File: src/shared/annunciator_defs.svh
// constants for the alarm annunciator: offsets, fields, reset values, timing
`ifndef ANNUNCIATOR_DEFS_SVH
`define ANNUNCIATOR_DEFS_SVH
// ----------------------------------------
// timing
// ----------------------------------------
`define CLOCK_MHZ 125
`define LAMP_TEST_MS 1000
`define FLASH_HALF_MS 500
`define STAMP_TICK_MS 100
`define LAMP_TEST_CYCLES (`LAMP_TEST_MS * 1000 * `CLOCK_MHZ)
`define FLASH_HALF_CYCLES (`FLASH_HALF_MS * 1000 * `CLOCK_MHZ)
`define STAMP_TICK_CYCLES (`STAMP_TICK_MS * 1000 * `CLOCK_MHZ)
// ----------------------------------------
// sizes
// ----------------------------------------
`define INPUTS 16
`define LAMPS 32
`define LOG_DEPTH 64
`define LOG_WIDTH 54
`define LAST_INPUT 4'hf
// ----------------------------------------
// register offsets
// ----------------------------------------
`define OFF_CTRL 8'h00
`define OFF_KEYS 8'h04
`define OFF_STATUS 8'h08
`define OFF_IRQ_STATUS 8'h0c
`define OFF_IRQ_MASK 8'h10
`define OFF_LOG_STAMP 8'h14
`define OFF_LOG_INFO 8'h18
`define OFF_TIME 8'h1c
`define OFF_ALARMS 8'h20
// ----------------------------------------
// key register bits
// ----------------------------------------
`define KEY_SILENCE 0
`define KEY_ACK 1
`define KEY_RESET 2
`define KEY_UP 3
`define KEY_DOWN 4
`define KEY_ESCAPE 5
`define KEY_MENU 6
`define KEY_LOG 7
`define KEY_TEST 8
`define KEY_PREV 9
`define KEY_NEXT 10
`define KEY_CLEAR 11
`define KEY_BITS 12
// ----------------------------------------
// status and interrupt fields
// ----------------------------------------
`define ST_SCREEN 4
`define ST_BUZZER 6
`define ST_TESTING 7
`define ST_PREV 8
`define ST_NEXT 9
`define ST_COUNT 10
`define ST_VIEW 17
`define IRQ_ALARM 0
`define IRQ_LOGGED 1
`define IRQ_TEST_DONE 2
`define IRQ_BITS 3
// ----------------------------------------
// log entry fields and reset values
// ----------------------------------------
`define LOG_STAMP_LSB 22
`define LOG_VALUE_LSB 6
`define LOG_INPUT_LSB 2
`define LOG_SETPOINT 1
`define LOG_INTO_ALARM 0
`define RESET_IRQ_MASK 3'h0
`define RESET_TIME 32'h00000000
`endif

File: src/shared/annunciator_pkg.sv
// types for the alarm annunciator
package annunciator_pkg;
  typedef enum logic [1:0] {screen_top, screen_menu, screen_log} screen_type;
  typedef enum logic [1:0] {lamp_off, lamp_flash, lamp_steady} lamp_type;
  typedef enum logic [1:0] {seq_follow, seq_auto, seq_manual} seq_type;
endpackage

File: src/logic/log_memory.sv
// history log storage with registered read data
`timescale 1ns/1ps
`include "annunciator_defs.svh"
module log_memory (
  input wire logic clock,
  input wire logic write_enable,
  input wire logic [5:0] write_address,
  input wire logic [`LOG_WIDTH-1:0] write_data,
  input wire logic [5:0] read_address,
  output logic [`LOG_WIDTH-1:0] read_data
);
  logic [`LOG_WIDTH-1:0] store [`LOG_DEPTH];

  always_ff @(posedge clock) begin
    if (write_enable) begin
      store[write_address] <= write_data;
    end
  end

  always_ff @(posedge clock) begin
    read_data <= store[read_address];
  end
endmodule // log_memory

File: src/logic/alarm_annunciator.sv
// alarm annunciation, display navigation, lamp test and event history log
//
// Added by the designer: the register offsets and the AXI4-Lite interface to the registers.
`timescale 1ns/1ps
`include "annunciator_defs.svh"
module alarm_annunciator #(
  parameter int unsigned test_cycles = `LAMP_TEST_CYCLES,
  parameter int unsigned flash_cycles = `FLASH_HALF_CYCLES,
  parameter int unsigned tick_cycles = `STAMP_TICK_CYCLES
) (
  input wire logic clock,
  input wire logic rstn,
  input wire logic [7:0] awaddr,
  input wire logic [2:0] awprot,
  input wire logic awvalid,
  output logic awready,
  input wire logic [31:0] wdata,
  input wire logic [3:0] wstrb,
  input wire logic wvalid,
  output logic wready,
  output logic [1:0] bresp,
  output logic bvalid,
  input wire logic bready,
  input wire logic [7:0] araddr,
  input wire logic [2:0] arprot,
  input wire logic arvalid,
  output logic arready,
  output logic [31:0] rdata,
  output logic [1:0] rresp,
  output logic rvalid,
  input wire logic rready,
  input wire logic [`LAMPS-1:0] setpoint_alarm,
  input wire logic [16*`INPUTS-1:0] input_value,
  output logic [`LAMPS-1:0] lamp_led,
  output logic buzzer,
  output annunciator_pkg::screen_type screen,
  output logic [3:0] selected_input,
  output logic [15:0] shown_value,
  output logic log_prev_offered,
  output logic log_next_offered,
  output logic irq
);

  // ----------------------------------------
  // input synchroniser and change detection
  // ----------------------------------------
  logic [`LAMPS-1:0] alarm_meta;
  logic [`LAMPS-1:0] abnormal;
  logic [`LAMPS-1:0] abnormal_q;
  logic [`LAMPS-1:0] rise;
  logic [`LAMPS-1:0] change;
  logic new_alarm;
  logic [4:0] rise_first;

  // lamp 2*i is setpoint 1 of input i, lamp 2*i+1 its setpoint 2
  always_ff @(posedge clock or negedge rstn) begin
    if (!rstn) begin
      alarm_meta <= 32'h00000000;
      abnormal <= 32'h00000000;
      abnormal_q <= 32'h00000000;
    end else begin
      alarm_meta <= setpoint_alarm;
      abnormal <= alarm_meta;
      abnormal_q <= abnormal;
    end
  end

  function automatic logic [4:0] lowest_set(input logic [31:0] bits);
    lowest_set = 5'h00;
    for (int i = 31; i >= 0; i--) begin
      if (bits[i]) begin
        lowest_set = 5'(i);
      end
    end
  endfunction

  assign rise = abnormal & ~abnormal_q;
  assign change = abnormal ^ abnormal_q;
  assign new_alarm = |rise;
  assign rise_first = lowest_set(rise);

  // ----------------------------------------
  // bus slave
  // ----------------------------------------
  logic aw_take;
  logic ar_take;
  logic [`KEY_BITS-1:0] keys;
  annunciator_pkg::seq_type seq;
  logic [`IRQ_BITS-1:0] irq_status;
  logic [`IRQ_BITS-1:0] irq_mask;
  logic [31:0] stamp;
  logic [31:0] read_word;
  logic read_hit;
  logic write_hit;
  logic [31:0] strobe_bits;
  logic irq_read;

  assign aw_take = awvalid & wvalid & ~bvalid;
  assign awready = aw_take;
  assign wready = aw_take;
  assign ar_take = arvalid & ~rvalid;
  assign arready = ~rvalid;
  assign strobe_bits = {{8{wstrb[3]}}, {8{wstrb[2]}}, {8{wstrb[1]}}, {8{wstrb[0]}}};
  assign irq_read = ar_take && araddr == `OFF_IRQ_STATUS;

  always_comb begin
    write_hit = 1'b1;
    if (awaddr == `OFF_CTRL) begin
    end else if (awaddr == `OFF_KEYS) begin
    end else if (awaddr == `OFF_IRQ_MASK) begin
    end else if (awaddr == `OFF_TIME) begin
    end else begin
      write_hit = 1'b0;
    end
  end

  always_ff @(posedge clock or negedge rstn) begin
    if (!rstn) begin
      bvalid <= 1'b0;
      bresp <= 2'h0;
    end else if (aw_take) begin
      bvalid <= 1'b1;
      bresp <= write_hit ? 2'h0 : 2'h2;
    end else if (bready) begin
      bvalid <= 1'b0;
    end
  end

  // key writes become one-cycle command pulses
  always_ff @(posedge clock or negedge rstn) begin
    if (!rstn) begin
      keys <= 12'h000;
    end else if (aw_take && awaddr == `OFF_KEYS) begin
      keys <= wdata[`KEY_BITS-1:0] & strobe_bits[`KEY_BITS-1:0];
    end else begin
      keys <= 12'h000;
    end
  end

  always_ff @(posedge clock or negedge rstn) begin
    if (!rstn) begin
      seq <= annunciator_pkg::seq_follow;
    end else if (aw_take && awaddr == `OFF_CTRL && wstrb[0]) begin
      if (wdata[1:0] == 2'h0) begin
        seq <= annunciator_pkg::seq_follow;
      end else if (wdata[1:0] == 2'h1) begin
        seq <= annunciator_pkg::seq_auto;
      end else begin
        seq <= annunciator_pkg::seq_manual;
      end
    end
  end

  always_ff @(posedge clock or negedge rstn) begin
    if (!rstn) begin
      irq_mask <= `RESET_IRQ_MASK;
    end else if (aw_take && awaddr == `OFF_IRQ_MASK && wstrb[0]) begin
      irq_mask <= wdata[`IRQ_BITS-1:0];
    end
  end

  // ----------------------------------------
  // time stamp counter, 100 ms resolution
  // ----------------------------------------
  logic [31:0] tick_count;

  always_ff @(posedge clock or negedge rstn) begin
    if (!rstn) begin
      tick_count <= 32'h00000000;
      stamp <= `RESET_TIME;
    end else if (aw_take && awaddr == `OFF_TIME) begin
      tick_count <= 32'h00000000;
      stamp <= (stamp & ~strobe_bits) | (wdata & strobe_bits);
    end else if (tick_count == 32'(tick_cycles - 1)) begin
      tick_count <= 32'h00000000;
      stamp <= stamp + 32'h00000001;
    end else begin
      tick_count <= tick_count + 32'h00000001;
    end
  end

  // ----------------------------------------
  // screens and input selection
  // ----------------------------------------
  logic on_top;
  logic on_menu;
  logic on_log;

  assign on_top = screen == annunciator_pkg::screen_top;
  assign on_menu = screen == annunciator_pkg::screen_menu;
  assign on_log = screen == annunciator_pkg::screen_log;

  always_ff @(posedge clock or negedge rstn) begin
    if (!rstn) begin
      screen <= annunciator_pkg::screen_top;
    end else if (new_alarm) begin
      screen <= annunciator_pkg::screen_top;
    end else begin
      case (screen)
        annunciator_pkg::screen_top: begin
          if (keys[`KEY_MENU]) begin
            screen <= annunciator_pkg::screen_menu;
          end
        end
        annunciator_pkg::screen_menu: begin
          if (keys[`KEY_ESCAPE]) begin
            screen <= annunciator_pkg::screen_top;
          end else if (keys[`KEY_LOG]) begin
            screen <= annunciator_pkg::screen_log;
          end
        end
        default: begin
          if (keys[`KEY_ESCAPE]) begin
            screen <= annunciator_pkg::screen_menu;
          end
        end
      endcase
    end
  end

  always_ff @(posedge clock or negedge rstn) begin
    if (!rstn) begin
      selected_input <= 4'h0;
    end else if (new_alarm) begin
      selected_input <= rise_first[4:1];
    end else if (on_top && keys[`KEY_UP] && selected_input != `LAST_INPUT) begin
      selected_input <= selected_input + 4'h1;
    end else if (on_top && keys[`KEY_DOWN] && selected_input != 4'h0) begin
      selected_input <= selected_input - 4'h1;
    end
  end

  always_ff @(posedge clock or negedge rstn) begin
    if (!rstn) begin
      shown_value <= 16'h0000;
    end else begin
      shown_value <= input_value[16*selected_input +: 16];
    end
  end

  // ----------------------------------------
  // alarm sequences, one per setpoint lamp
  // ----------------------------------------
  logic silence_cmd;
  logic ack_cmd;
  logic reset_cmd;
  annunciator_pkg::lamp_type lamp [`LAMPS];

  assign silence_cmd = on_top & keys[`KEY_SILENCE];
  assign ack_cmd = on_top & keys[`KEY_ACK];
  assign reset_cmd = on_top & keys[`KEY_RESET];

  for (genvar g = 0; g < `LAMPS; g++) begin : seq_lane
    always_ff @(posedge clock or negedge rstn) begin
      if (!rstn) begin
        lamp[g] <= annunciator_pkg::lamp_off;
      end else begin
        case (lamp[g])
          annunciator_pkg::lamp_off: begin
            if (rise[g]) begin
              lamp[g] <= annunciator_pkg::lamp_flash;
            end
          end
          annunciator_pkg::lamp_flash: begin
            if (seq == annunciator_pkg::seq_follow && !abnormal[g]) begin
              lamp[g] <= annunciator_pkg::lamp_off;
            end else if (ack_cmd) begin
              if (abnormal[g] || seq == annunciator_pkg::seq_manual) begin
                lamp[g] <= annunciator_pkg::lamp_steady;
              end else begin
                lamp[g] <= annunciator_pkg::lamp_off;
              end
            end
          end
          default: begin
            if (rise[g]) begin
              lamp[g] <= annunciator_pkg::lamp_flash;
            end else if (!abnormal[g] && (seq != annunciator_pkg::seq_manual || reset_cmd)) begin
              lamp[g] <= annunciator_pkg::lamp_off;
            end
          end
        endcase
      end
    end
  end

  // ----------------------------------------
  // buzzer, flasher and lamp test
  // ----------------------------------------
  logic buzz;
  logic testing;
  logic test_done;
  logic [31:0] test_count;
  logic [31:0] flash_count;
  logic flash_phase;

  // set wins: an alarm in the silence cycle still sounds
  always_ff @(posedge clock or negedge rstn) begin
    if (!rstn) begin
      buzz <= 1'b0;
    end else if (new_alarm) begin
      buzz <= 1'b1;
    end else if (silence_cmd || ack_cmd) begin
      buzz <= 1'b0;
    end
  end

  always_ff @(posedge clock or negedge rstn) begin
    if (!rstn) begin
      flash_count <= 32'h00000000;
      flash_phase <= 1'b0;
    end else if (flash_count == 32'(flash_cycles - 1)) begin
      flash_count <= 32'h00000000;
      flash_phase <= ~flash_phase;
    end else begin
      flash_count <= flash_count + 32'h00000001;
    end
  end

  assign test_done = testing && test_count == 32'(test_cycles - 1);

  // the test only overrides outputs, so lamp states keep evolving underneath
  always_ff @(posedge clock or negedge rstn) begin
    if (!rstn) begin
      testing <= 1'b0;
      test_count <= 32'h00000000;
    end else if (test_done) begin
      testing <= 1'b0;
      test_count <= 32'h00000000;
    end else if (testing) begin
      test_count <= test_count + 32'h00000001;
    end else if (on_menu && keys[`KEY_TEST]) begin
      testing <= 1'b1;
    end
  end

  always_ff @(posedge clock or negedge rstn) begin
    if (!rstn) begin
      lamp_led <= 32'h00000000;
      buzzer <= 1'b0;
    end else begin
      buzzer <= buzz | testing;
      for (int i = 0; i < `LAMPS; i++) begin
        if (testing) begin
          lamp_led[i] <= 1'b1;
        end else begin
          lamp_led[i] <= lamp[i] == annunciator_pkg::lamp_steady ||
                         (lamp[i] == annunciator_pkg::lamp_flash && flash_phase);
        end
      end
    end
  end

  // ----------------------------------------
  // history log
  // ----------------------------------------
  logic [`LAMPS-1:0] pending;
  logic [4:0] log_lane;
  logic log_write;
  logic clear_cmd;
  logic [5:0] write_ptr;
  logic [6:0] log_count;
  logic [5:0] view_age;
  logic [`LOG_WIDTH-1:0] entry;
  logic [`LOG_WIDTH-1:0] view_entry;

  assign clear_cmd = on_log & keys[`KEY_CLEAR];
  assign log_lane = lowest_set(pending);
  assign log_write = |pending & ~clear_cmd;
  assign entry = {stamp, input_value[16*log_lane[4:1] +: 16], log_lane, abnormal[log_lane]};
  assign log_prev_offered = on_log && 7'(view_age) + 7'h01 < log_count;
  assign log_next_offered = on_log && view_age != 6'h00;

  // one entry per cycle; new changes queue here, set wins over the clear
  always_ff @(posedge clock or negedge rstn) begin
    if (!rstn) begin
      pending <= 32'h00000000;
    end else begin
      pending <= (pending & ~(log_write ? 32'h00000001 << log_lane : 32'h00000000)) | change;
    end
  end

  always_ff @(posedge clock or negedge rstn) begin
    if (!rstn) begin
      write_ptr <= 6'h00;
      log_count <= 7'h00;
    end else if (clear_cmd) begin
      write_ptr <= 6'h00;
      log_count <= 7'h00;
    end else if (log_write) begin
      write_ptr <= write_ptr + 6'h01;
      if (log_count != 7'(`LOG_DEPTH)) begin
        log_count <= log_count + 7'h01;
      end
    end
  end

  // view age counts back from the newest entry
  always_ff @(posedge clock or negedge rstn) begin
    if (!rstn) begin
      view_age <= 6'h00;
    end else if (clear_cmd || (on_menu && keys[`KEY_LOG])) begin
      view_age <= 6'h00;
    end else if (keys[`KEY_PREV] && log_prev_offered) begin
      view_age <= view_age + 6'h01;
    end else if (keys[`KEY_NEXT] && log_next_offered) begin
      view_age <= view_age - 6'h01;
    end
  end

  log_memory history (
    .clock(clock),
    .write_enable(log_write),
    .write_address(write_ptr),
    .write_data(entry),
    .read_address(write_ptr - 6'h01 - view_age),
    .read_data(view_entry)
  );

  // ----------------------------------------
  // interrupts and read path
  // ----------------------------------------
  logic [`IRQ_BITS-1:0] irq_event;

  assign irq_event = {test_done, log_write, new_alarm};

  always_ff @(posedge clock or negedge rstn) begin
    if (!rstn) begin
      irq_status <= 3'h0;
      irq <= 1'b0;
    end else begin
      irq_status <= (irq_read ? 3'h0 : irq_status) | irq_event;
      irq <= |(irq_status & irq_mask);
    end
  end

  always_comb begin
    read_word = 32'h00000000;
    read_hit = 1'b1;
    if (araddr == `OFF_CTRL) begin
      read_word[1:0] = seq;
    end else if (araddr == `OFF_KEYS) begin
      read_word = 32'h00000000;
    end else if (araddr == `OFF_STATUS) begin
      read_word[3:0] = selected_input;
      read_word[`ST_SCREEN +: 2] = screen;
      read_word[`ST_BUZZER] = buzz;
      read_word[`ST_TESTING] = testing;
      read_word[`ST_PREV] = log_prev_offered;
      read_word[`ST_NEXT] = log_next_offered;
      read_word[`ST_COUNT +: 7] = log_count;
      read_word[`ST_VIEW +: 6] = view_age;
    end else if (araddr == `OFF_IRQ_STATUS) begin
      read_word[`IRQ_BITS-1:0] = irq_status;
    end else if (araddr == `OFF_IRQ_MASK) begin
      read_word[`IRQ_BITS-1:0] = irq_mask;
    end else if (araddr == `OFF_LOG_STAMP) begin
      read_word = view_entry[`LOG_STAMP_LSB +: 32];
    end else if (araddr == `OFF_LOG_INFO) begin
      read_word[21:0] = view_entry[21:0];
    end else if (araddr == `OFF_TIME) begin
      read_word = stamp;
    end else if (araddr == `OFF_ALARMS) begin
      read_word = abnormal;
    end else begin
      read_hit = 1'b0;
    end
  end

  always_ff @(posedge clock or negedge rstn) begin
    if (!rstn) begin
      rvalid <= 1'b0;
      rdata <= 32'h00000000;
      rresp <= 2'h0;
    end else if (ar_take) begin
      rvalid <= 1'b1;
      rdata <= read_word;
      rresp <= read_hit ? 2'h0 : 2'h2;
    end else if (rready) begin
      rvalid <= 1'b0;
    end
  end
endmodule // alarm_annunciator

File: config.mk
export PLATFORM = sky130hd
export DESIGN_NAME = alarm_annunciator
export DESIGN_NICKNAME = d
export VERILOG_FILES = /design/src/shared/annunciator_pkg.sv /design/src/logic/log_memory.sv /design/src/logic/alarm_annunciator.sv
export VERILOG_INCLUDE_DIRS = /design/src /design/src/shared
export SDC_FILE = /design/constraint.sdc
export NUM_CORES = 2
export LEC_CHECK = 0
export BUFFER_PORTS_ARGS = -buffer_cell sky130_fd_sc_hd__buf_4
export CORE_ASPECT_RATIO = 0.7
export CORE_UTILIZATION = 62
export DETAILED_ROUTE_END_ITERATION = 12
export MAX_ROUTING_LAYER = met4
export PLACE_DENSITY_LB_ADDON = 0.3
export SLEW_MARGIN = 5
export SYNTH_ARGS = -nofsm -noshare
export SYNTH_HDL_FRONTEND = slang
export SYNTH_HIERARCHICAL = 1
export SYNTH_SLANG_ARGS = --single-unit
File: constraint.sdc
create_clock -name clock -period 6.2 [get_ports clock]
set_input_delay 0.31 -clock clock [delete_from_list [all_inputs] [get_ports clock]]
set_output_delay 0.31 -clock clock [all_outputs]
set_load 0.005 [all_outputs]
**Yosys cells after proc, flatten, opt, wreduce, memory -nomap -nowiden**

Memories as Yosys holds them, arrays and structs flattened. A register that Yosys moved wholly into a read port is not among the register bits.
Cells that the tools add are included.

- Flip-flop bits (word level): 456
- Latch bits: 0
- RAM bits: 3456
- ROM bits: 0
- Input bits: 353
- Word-level logic and storage cells: 986
- Memories: 1

- Add/sub/neg operators: 13
- Multiply operators: 0
- Div/mod/pow operators: 0
- Order comparisons: 2
- Equal/unequal tests: 151
- Shift operators: 3
- Mux-type cells: 398
- Bitwise logic cells: 26
- Reductions and logical operators: 331

Memories:

| memory | depth | bits a word | read ports | clocked after Yosys merged registers in | wr ports | RTL line | text |
|---|---|---|---|---|---|---|---|
| history.store | 64 | 54 | 1 | 1 | 1 | log_memory.sv:12 | `` logic [`LOG_WIDTH-1:0] store [`LOG_DEPTH]; `` |

Operators by type and width:

| cell | count |
|---|---|
| 2-to-1 mux 32 bit | 19 |
| indexed part select 256 x 9 -> 16 bit | 2 |
| 2-to-1 mux 2 bit | 202 |
| 2-to-1 mux 5 bit | 64 |
| case mux 2 bit (2 select lines) | 33 |
| adder 32 x 1 -> 32 bit (second input constant) | 4 |
| bitwise AND 32 bit | 4 |
| logical AND 1 bit | 114 |
| nonzero test 3 bit | 34 |
| != test 3 bit (second input constant) | 33 |
| AND reduction 3 bit | 33 |
| inverter 32 bit | 3 |
| zero test 2 bit | 35 |
| == test 2 x 1 -> 1 bit (second input constant) | 34 |
| == test 2 bit (second input constant) | 34 |
| logical OR 1 bit | 67 |
| != test 2 bit (second input constant) | 33 |
| bitwise OR 32 bit | 2 |
| OR reduction 32 bit | 2 |
| 2-to-1 mux 29 bit | 2 |
| 2-to-1 mux 1 bit | 57 |
| == test 8 x 5 -> 1 bit (second input constant) | 6 |
| == test 32 x 24 -> 1 bit (second input constant) | 1 |
| == test 32 x 26 -> 1 bit (second input constant) | 1 |
| other kinds (41) | 105 |

**Depth between registers and ports, before layout**

- Depth in word-level cells: 37
- Depth in mapped cells: 19
- Gate-level depth less buffers: 19

**Hierarchy**

Netlist, hierarchy kept.

Modules (own cells, without submodules):

| module | instances | cells an instance | area each (µm²) | seq. area each (µm²) |
|---|---|---|---|---|
| log_memory | 1 | 5624 | 131857.7 | 104860.6 |
| alarm_annunciator | 1 | 2908 | 26070.0 | 11360.9 |

**Least setup slack after synthesis**

No wires, ideal clock.

- Kind: register to register
- From: register pending[23]
- To: memory history/store[48][0] (netlist bit), enable pin
- Setup time: 0.532 ns
- Data arrival time: 5.192 ns
- Required time: 5.668 ns
- Path slack: 0.476 ns
- Cell stages (with the launch flop): 9
- Period minus slack after synthesis: 5.724 ns
- Cells stage by stage: dfrtp_1 > nor2_1 > nor4b_1 > nand3_1 > nand2b_1 > clkbuf_1 > and2_1 > nand2_1 > nor3_1

- Longest elaborated chain between the ends: 4

Ends and longest elaborated chain:

| what | RTL line | text |
|---|---|---|
| from (decl) | alarm_annunciator.sv:357 | `` logic [`LAMPS-1:0] pending; `` |
| from (signal assigned) | alarm_annunciator.sv:379 | `pending <= (pending & ~(log_write ? 32'h00000001 << log_lane : 32'h00000000)) \| change;` |
| OR reduction 32 bit | alarm_annunciator.sv:369 | `assign log_write = \|pending & ~clear_cmd;` |
| bitwise AND 1 bit | alarm_annunciator.sv:369 |  |
| named net log_write | alarm_annunciator.sv:359 | `logic log_write;` |
| 2-to-1 mux 1 bit | log_memory.sv:15 | `if (write_enable) begin` |
| 2-to-1 mux 1 bit (not written as such) | log_memory.sv:16 | `store[write_address] <= write_data;` |
| to (decl) | log_memory.sv:12 |  |

The timed path passes the listed nets, and every way through them passes these cells.

**Final worst setup path**

- From: register write_ptr[2]
- To: register history.read_data[42] (read register of history.store)

- Longest elaborated chain between the ends: 2

Ends and longest elaborated chain:

| what | RTL line | text |
|---|---|---|
| from (decl) | alarm_annunciator.sv:361 | `logic [5:0] write_ptr;` |
| from (signal assigned) | alarm_annunciator.sv:391 | `write_ptr <= write_ptr + 6'h01;` |
| subtractor 6 x 1 -> 6 bit | alarm_annunciator.sv:416 | `.read_address(write_ptr - 6'h01 - view_age),` |
| subtractor 6 bit | alarm_annunciator.sv:416 |  |
| to (decl) | log_memory.sv:10 | `` output logic [`LOG_WIDTH-1:0] read_data `` |

No other way between the ends.
A chain may end at the register's enable or synchronous reset.

==> impl_results.md <==
* RSZ-0062 raised after global routing: false
* Gr ovfl total at 0
* Setup tns final at 0 ns
* Layout area overhead at 13.6%
* Yosys top cell by area: edfxtp_1
* Status: completed
* Power per Cell Area at 298 mW/mm²
* Post-layout min period at just over 5 ns
* Max IR drop VDD at 0.310 mV
* Number of synthesized register bits at 3964
* Antenna violations before repair at 34
* CTS buffer count at 351
* Period utilization at 0.829
* Peak Freq at 0.195 GHz
* Die height at 424 µm
* Kind of critical path: reg -> reg
* FP Rows at 154
* Gpl congestion at 0.959
* Post-placement cell count at 12100
* Critical path arrival at ~6 ns
* Routed length per placed instance at between 30 and 40 µm
* Clock skew at 0.0639 ns
* Final WL at 476 mm
* I/O Pins at 452
* DP HPWL at 264 mm
* Clock latency on the worst-skew pair at ~0.91 ns
* Worst-margin pin slew at 1.40 ns
* Nature of the critical path startpoint: flip-flop
* HP Class: in -> reg
* Synth cell types at 88
* Detail Route Antenna Nets at 0
* Rel. slew slack at 0.0636
* CP cell instances: ha_1 > a21oi_1 > xnor2_2 > buf_4 > nor2b_1 > buf_4 > a21oi_1 > a31o_2 > a211oi_1
* Starting DRT DRC Count at 16700
* Cell Area, Synth at 0.158 mm²
* Crit-path slowest cell: xnor2_2
* CP max FO at 18
* Worst Path Required at 6.92 ns
* Core Area at 0.252 mm²
* Port Buffers at 443
* Initial Utilization at 0.626
* Mean Syn Cell Area at approximately 19 µm²
* Placed Area at 0.167 mm²
* Worst path bufs/invs at 2
* P_leak at a little under 60 nW
* Drt via density at 7.27
* Number of max-cap violations at 0
* Largest cells by area after synthesis: edfxtp_1 (66%), mux4_2 (13%), dfrtp_1 (7.2%)
* Synth Instances at 8532
* Final Non-Filler Cells at 12900
* CTS max path bufs at 4
* Largest net degree at the start of global routing at around 160
* CTS tree: built
* Share of cells above drive strength 1 at 0.249
* Die Span X at 605 µm
* Max-slew violation count at 0
* Final setup vio count at 0
* Sink Count at slightly below 4000
* Number of flops mapped to enable cells by yosys at 3456
* Vias in the first global route at 91700
* Routed via count at around 94000
* Clock-pin slew on the worst setup and hold paths at 0.07 ns
* Syn. warnings at 6
* Final worst slack at 1.06 ns
* Critical Path Sink Type: flip-flop
* Synth async-reset ratio at 0.115
* Fin area at 0.179 mm²
* Die area at 0.257 mm²
* Delay-heaviest family, CP: XOR/XNOR gates
* NumNets Final at 9660
* Largest stage delay, worst path at 1.05 ns
* Post-Place Setup Slack at 1.24 ns
* Top_reg_cell synth: edfxtp_1
* Top-area cell type share of the netlist area at 0.657
* Clock H-tree levels at 5
* DR pass1 iterations at 7
* Fin. Hold Viols at 0
* Fillers at 14400
* Sequential area share after synthesis at 0.736
* First-pass GRT wire length at 666 mm
* CTS root buf: clkbuf_16
* Drc violations at 0
* GR Util All Layers at 0.380
==> registers in the layout (all words and copies together), names as in the netlist, 3 cells and up, named ones only <==
name               flops
view_age               6
shown_value           16
abnormal_q            32
irq_mask               3
history/store       3456
irq_status             3
abnormal              32
lamp                  64
pending               32
lamp_led              32
alarm_meta            32
rdata                 32
write_ptr              6
selected_input         4
history/read_data     54
test_count            32
tick_count            32
flash_count           32
keys                  12
log_count              7
==> worst min-delay path, cell delays in order <==
cell and delay [ns]:
buf_4 0.09, mux4_2 0.23, mux4_2 0.22
==> where the power goes <==
part | switching [mW] | leakage, nW | internal [mW]
registers | 0.256 | 36.6 | 29.3
clock network | 9.80 | 5.54 | 12.2
logic | 1.23 | 17.5 | 0.702
total | 11.3 | 59.6 | 42.2
==> kinds of logic after synthesis <==
| kind of cell | synth area share |
|---|---|
| compound gates | 0.0470 |
| xor+xnor | 0.00616 |
| fa+ha+maj | 0.00498 |
| buf+inv | 0.0175 |
| flops | 0.736 |
| mux | 0.144 |
| other cells | 0.0000237 |
| simple gates | 0.0445 |
==> area by class of cell <==
type | instances | area, µm² | share of cell area
sequential | 3964 | 116000 | 0.648
antenna | 27 | 67.6 | 0.000377
multi-input combinational | 3968 | 39900 | 0.222
tap | 3354 | 4200 | 0.0234
timing repair buffer | 831 | 7170 | 0.0400
inverter | 130 | 500 | 0.00279
clock buffer | 461 | 9640 | 0.0538
clock inverter | 177 | 1700 | 0.00946
==> per-stage QoR <==
stage / hold WS, ns / util / power (mW)
after global routing: 0.0176 / 0.711 / 54.6
final: 0.0500 / 0.711 / 53.5
after CTS: 0.000788 / 0.710 / 53.5
after floorplan: 0.0144 / - / 30.9
after global placement: 0.303 / 0.660 / 31.8
after detailed placement: 0.315 / 0.660 / 31.9
==> per-layer routing <==
layer	share of wire	track usage	up-vias
li1	-	-	36000
met5	0	-	-
met1	0.35	0.525	48000
met4	0.048	0.160	0
met2	0.45	0.548	8538
met3	0.15	0.0958	1277
==> synthesized netlist by cell type, types with 12 or more instances <==
cell type and count:
and3_1 46, clkbuf_1 256, nand4_1 40, o22ai_1 135, or3_1 19, mux2_2 65
and2_1 24, inv_1 127, a211oi_1 39, a22o_1 74, or2_2 19, edfxtp_1 3456
o221ai_1 46, a21o_1 14, buf_4 71, nand2b_1 38, mux2i_1 135, nor2b_1 16
o31ai_1 23, nor3_1 37, dfrtp_1 454, a221oi_1 83, a21oi_1 264, a22oi_1 85
a31o_2 12, nor2_1 374, nand2_1 630, o21ai_0 212, ha_1 58, dfxtp_1 54
o211ai_1 27, buf_2 91, nor4_1 28, a311oi_1 45, nand3_1 211, nor3b_1 18
xnor2_1 59, xor2_1 52, buf_1 41, mux4_2 915, nand3b_1 23, a31oi_1 21
==> final timing paths <==
check / start / end / slack, ns / depth (start not counted)
setup / recovery: write_ptr[2]$_DFFE_PN0P_ / history/read_data[42]$_DFF_P_ / 1.06 / 9
hold / removal: input_value[4] / shown_value[4]$_DFF_PN0_ / 0.05 / 3
setup reg to reg: write_ptr[2]$_DFFE_PN0P_ / history/read_data[42]$_DFF_P_ / 1.06 / 9
hold reg to reg: alarm_meta[26]$_DFF_PN0_ / abnormal[26]$_DFF_PN0_ / 0.35 / 0
max in group asynchronous: rstn / alarm_meta[6]$_DFF_PN0_ / 4.12 / 4
min in group asynchronous: rstn / rdata[10]$_DFFE_PN0P_ / 0.54 / 3
==> cells in the final DEF, fill, tap and decap left out, types with 48 or more instances in the layout <==
| cell | synthesis | layout |
|---|---|---|
| o21ai_0 | 212 | 212 |
| nand2_1 | 630 | 624 |
| mux2_2 | 65 | 65 |
| buf_12 | 3 | 48 |
| ha_1 | 58 | 57 |
| xnor2_1 | 59 | 56 |
| a22oi_1 | 85 | 85 |
| o22ai_1 | 135 | 135 |
| buf_4 | 71 | 652 |
| a22o_1 | 74 | 74 |
| edfxtp_1 | 3456 | 3456 |
| inv_1 | 127 | 126 |
| xor2_1 | 52 | 51 |
| dfrtp_1 | 454 | 419 |
| clkbuf_16 | 0 | 362 |
| nand3_1 | 211 | 211 |
| a21oi_1 | 264 | 264 |
| dfxtp_1 | 54 | 54 |
| clkinv_1 | 1 | 54 |
| dlygate4sd3_1 | 0 | 130 |
| clkbuf_1 | 256 | 77 |
| clkinv_2 | 0 | 59 |
| mux4_2 | 915 | 915 |
| mux2i_1 | 135 | 135 |
| a221oi_1 | 83 | 83 |
| nor2_4 | 0 | 65 |
| nor2_1 | 374 | 309 |
==> repair_timing <==
item	CTS	global route
gates resized for setup	0	0
endpoints found under the setup margin	0	0
hold buffers	130	0
buffers inserted	0	0
endpoints found under the hold margin	165	0
No activity file was read; power rests on OpenSTA's default activity.
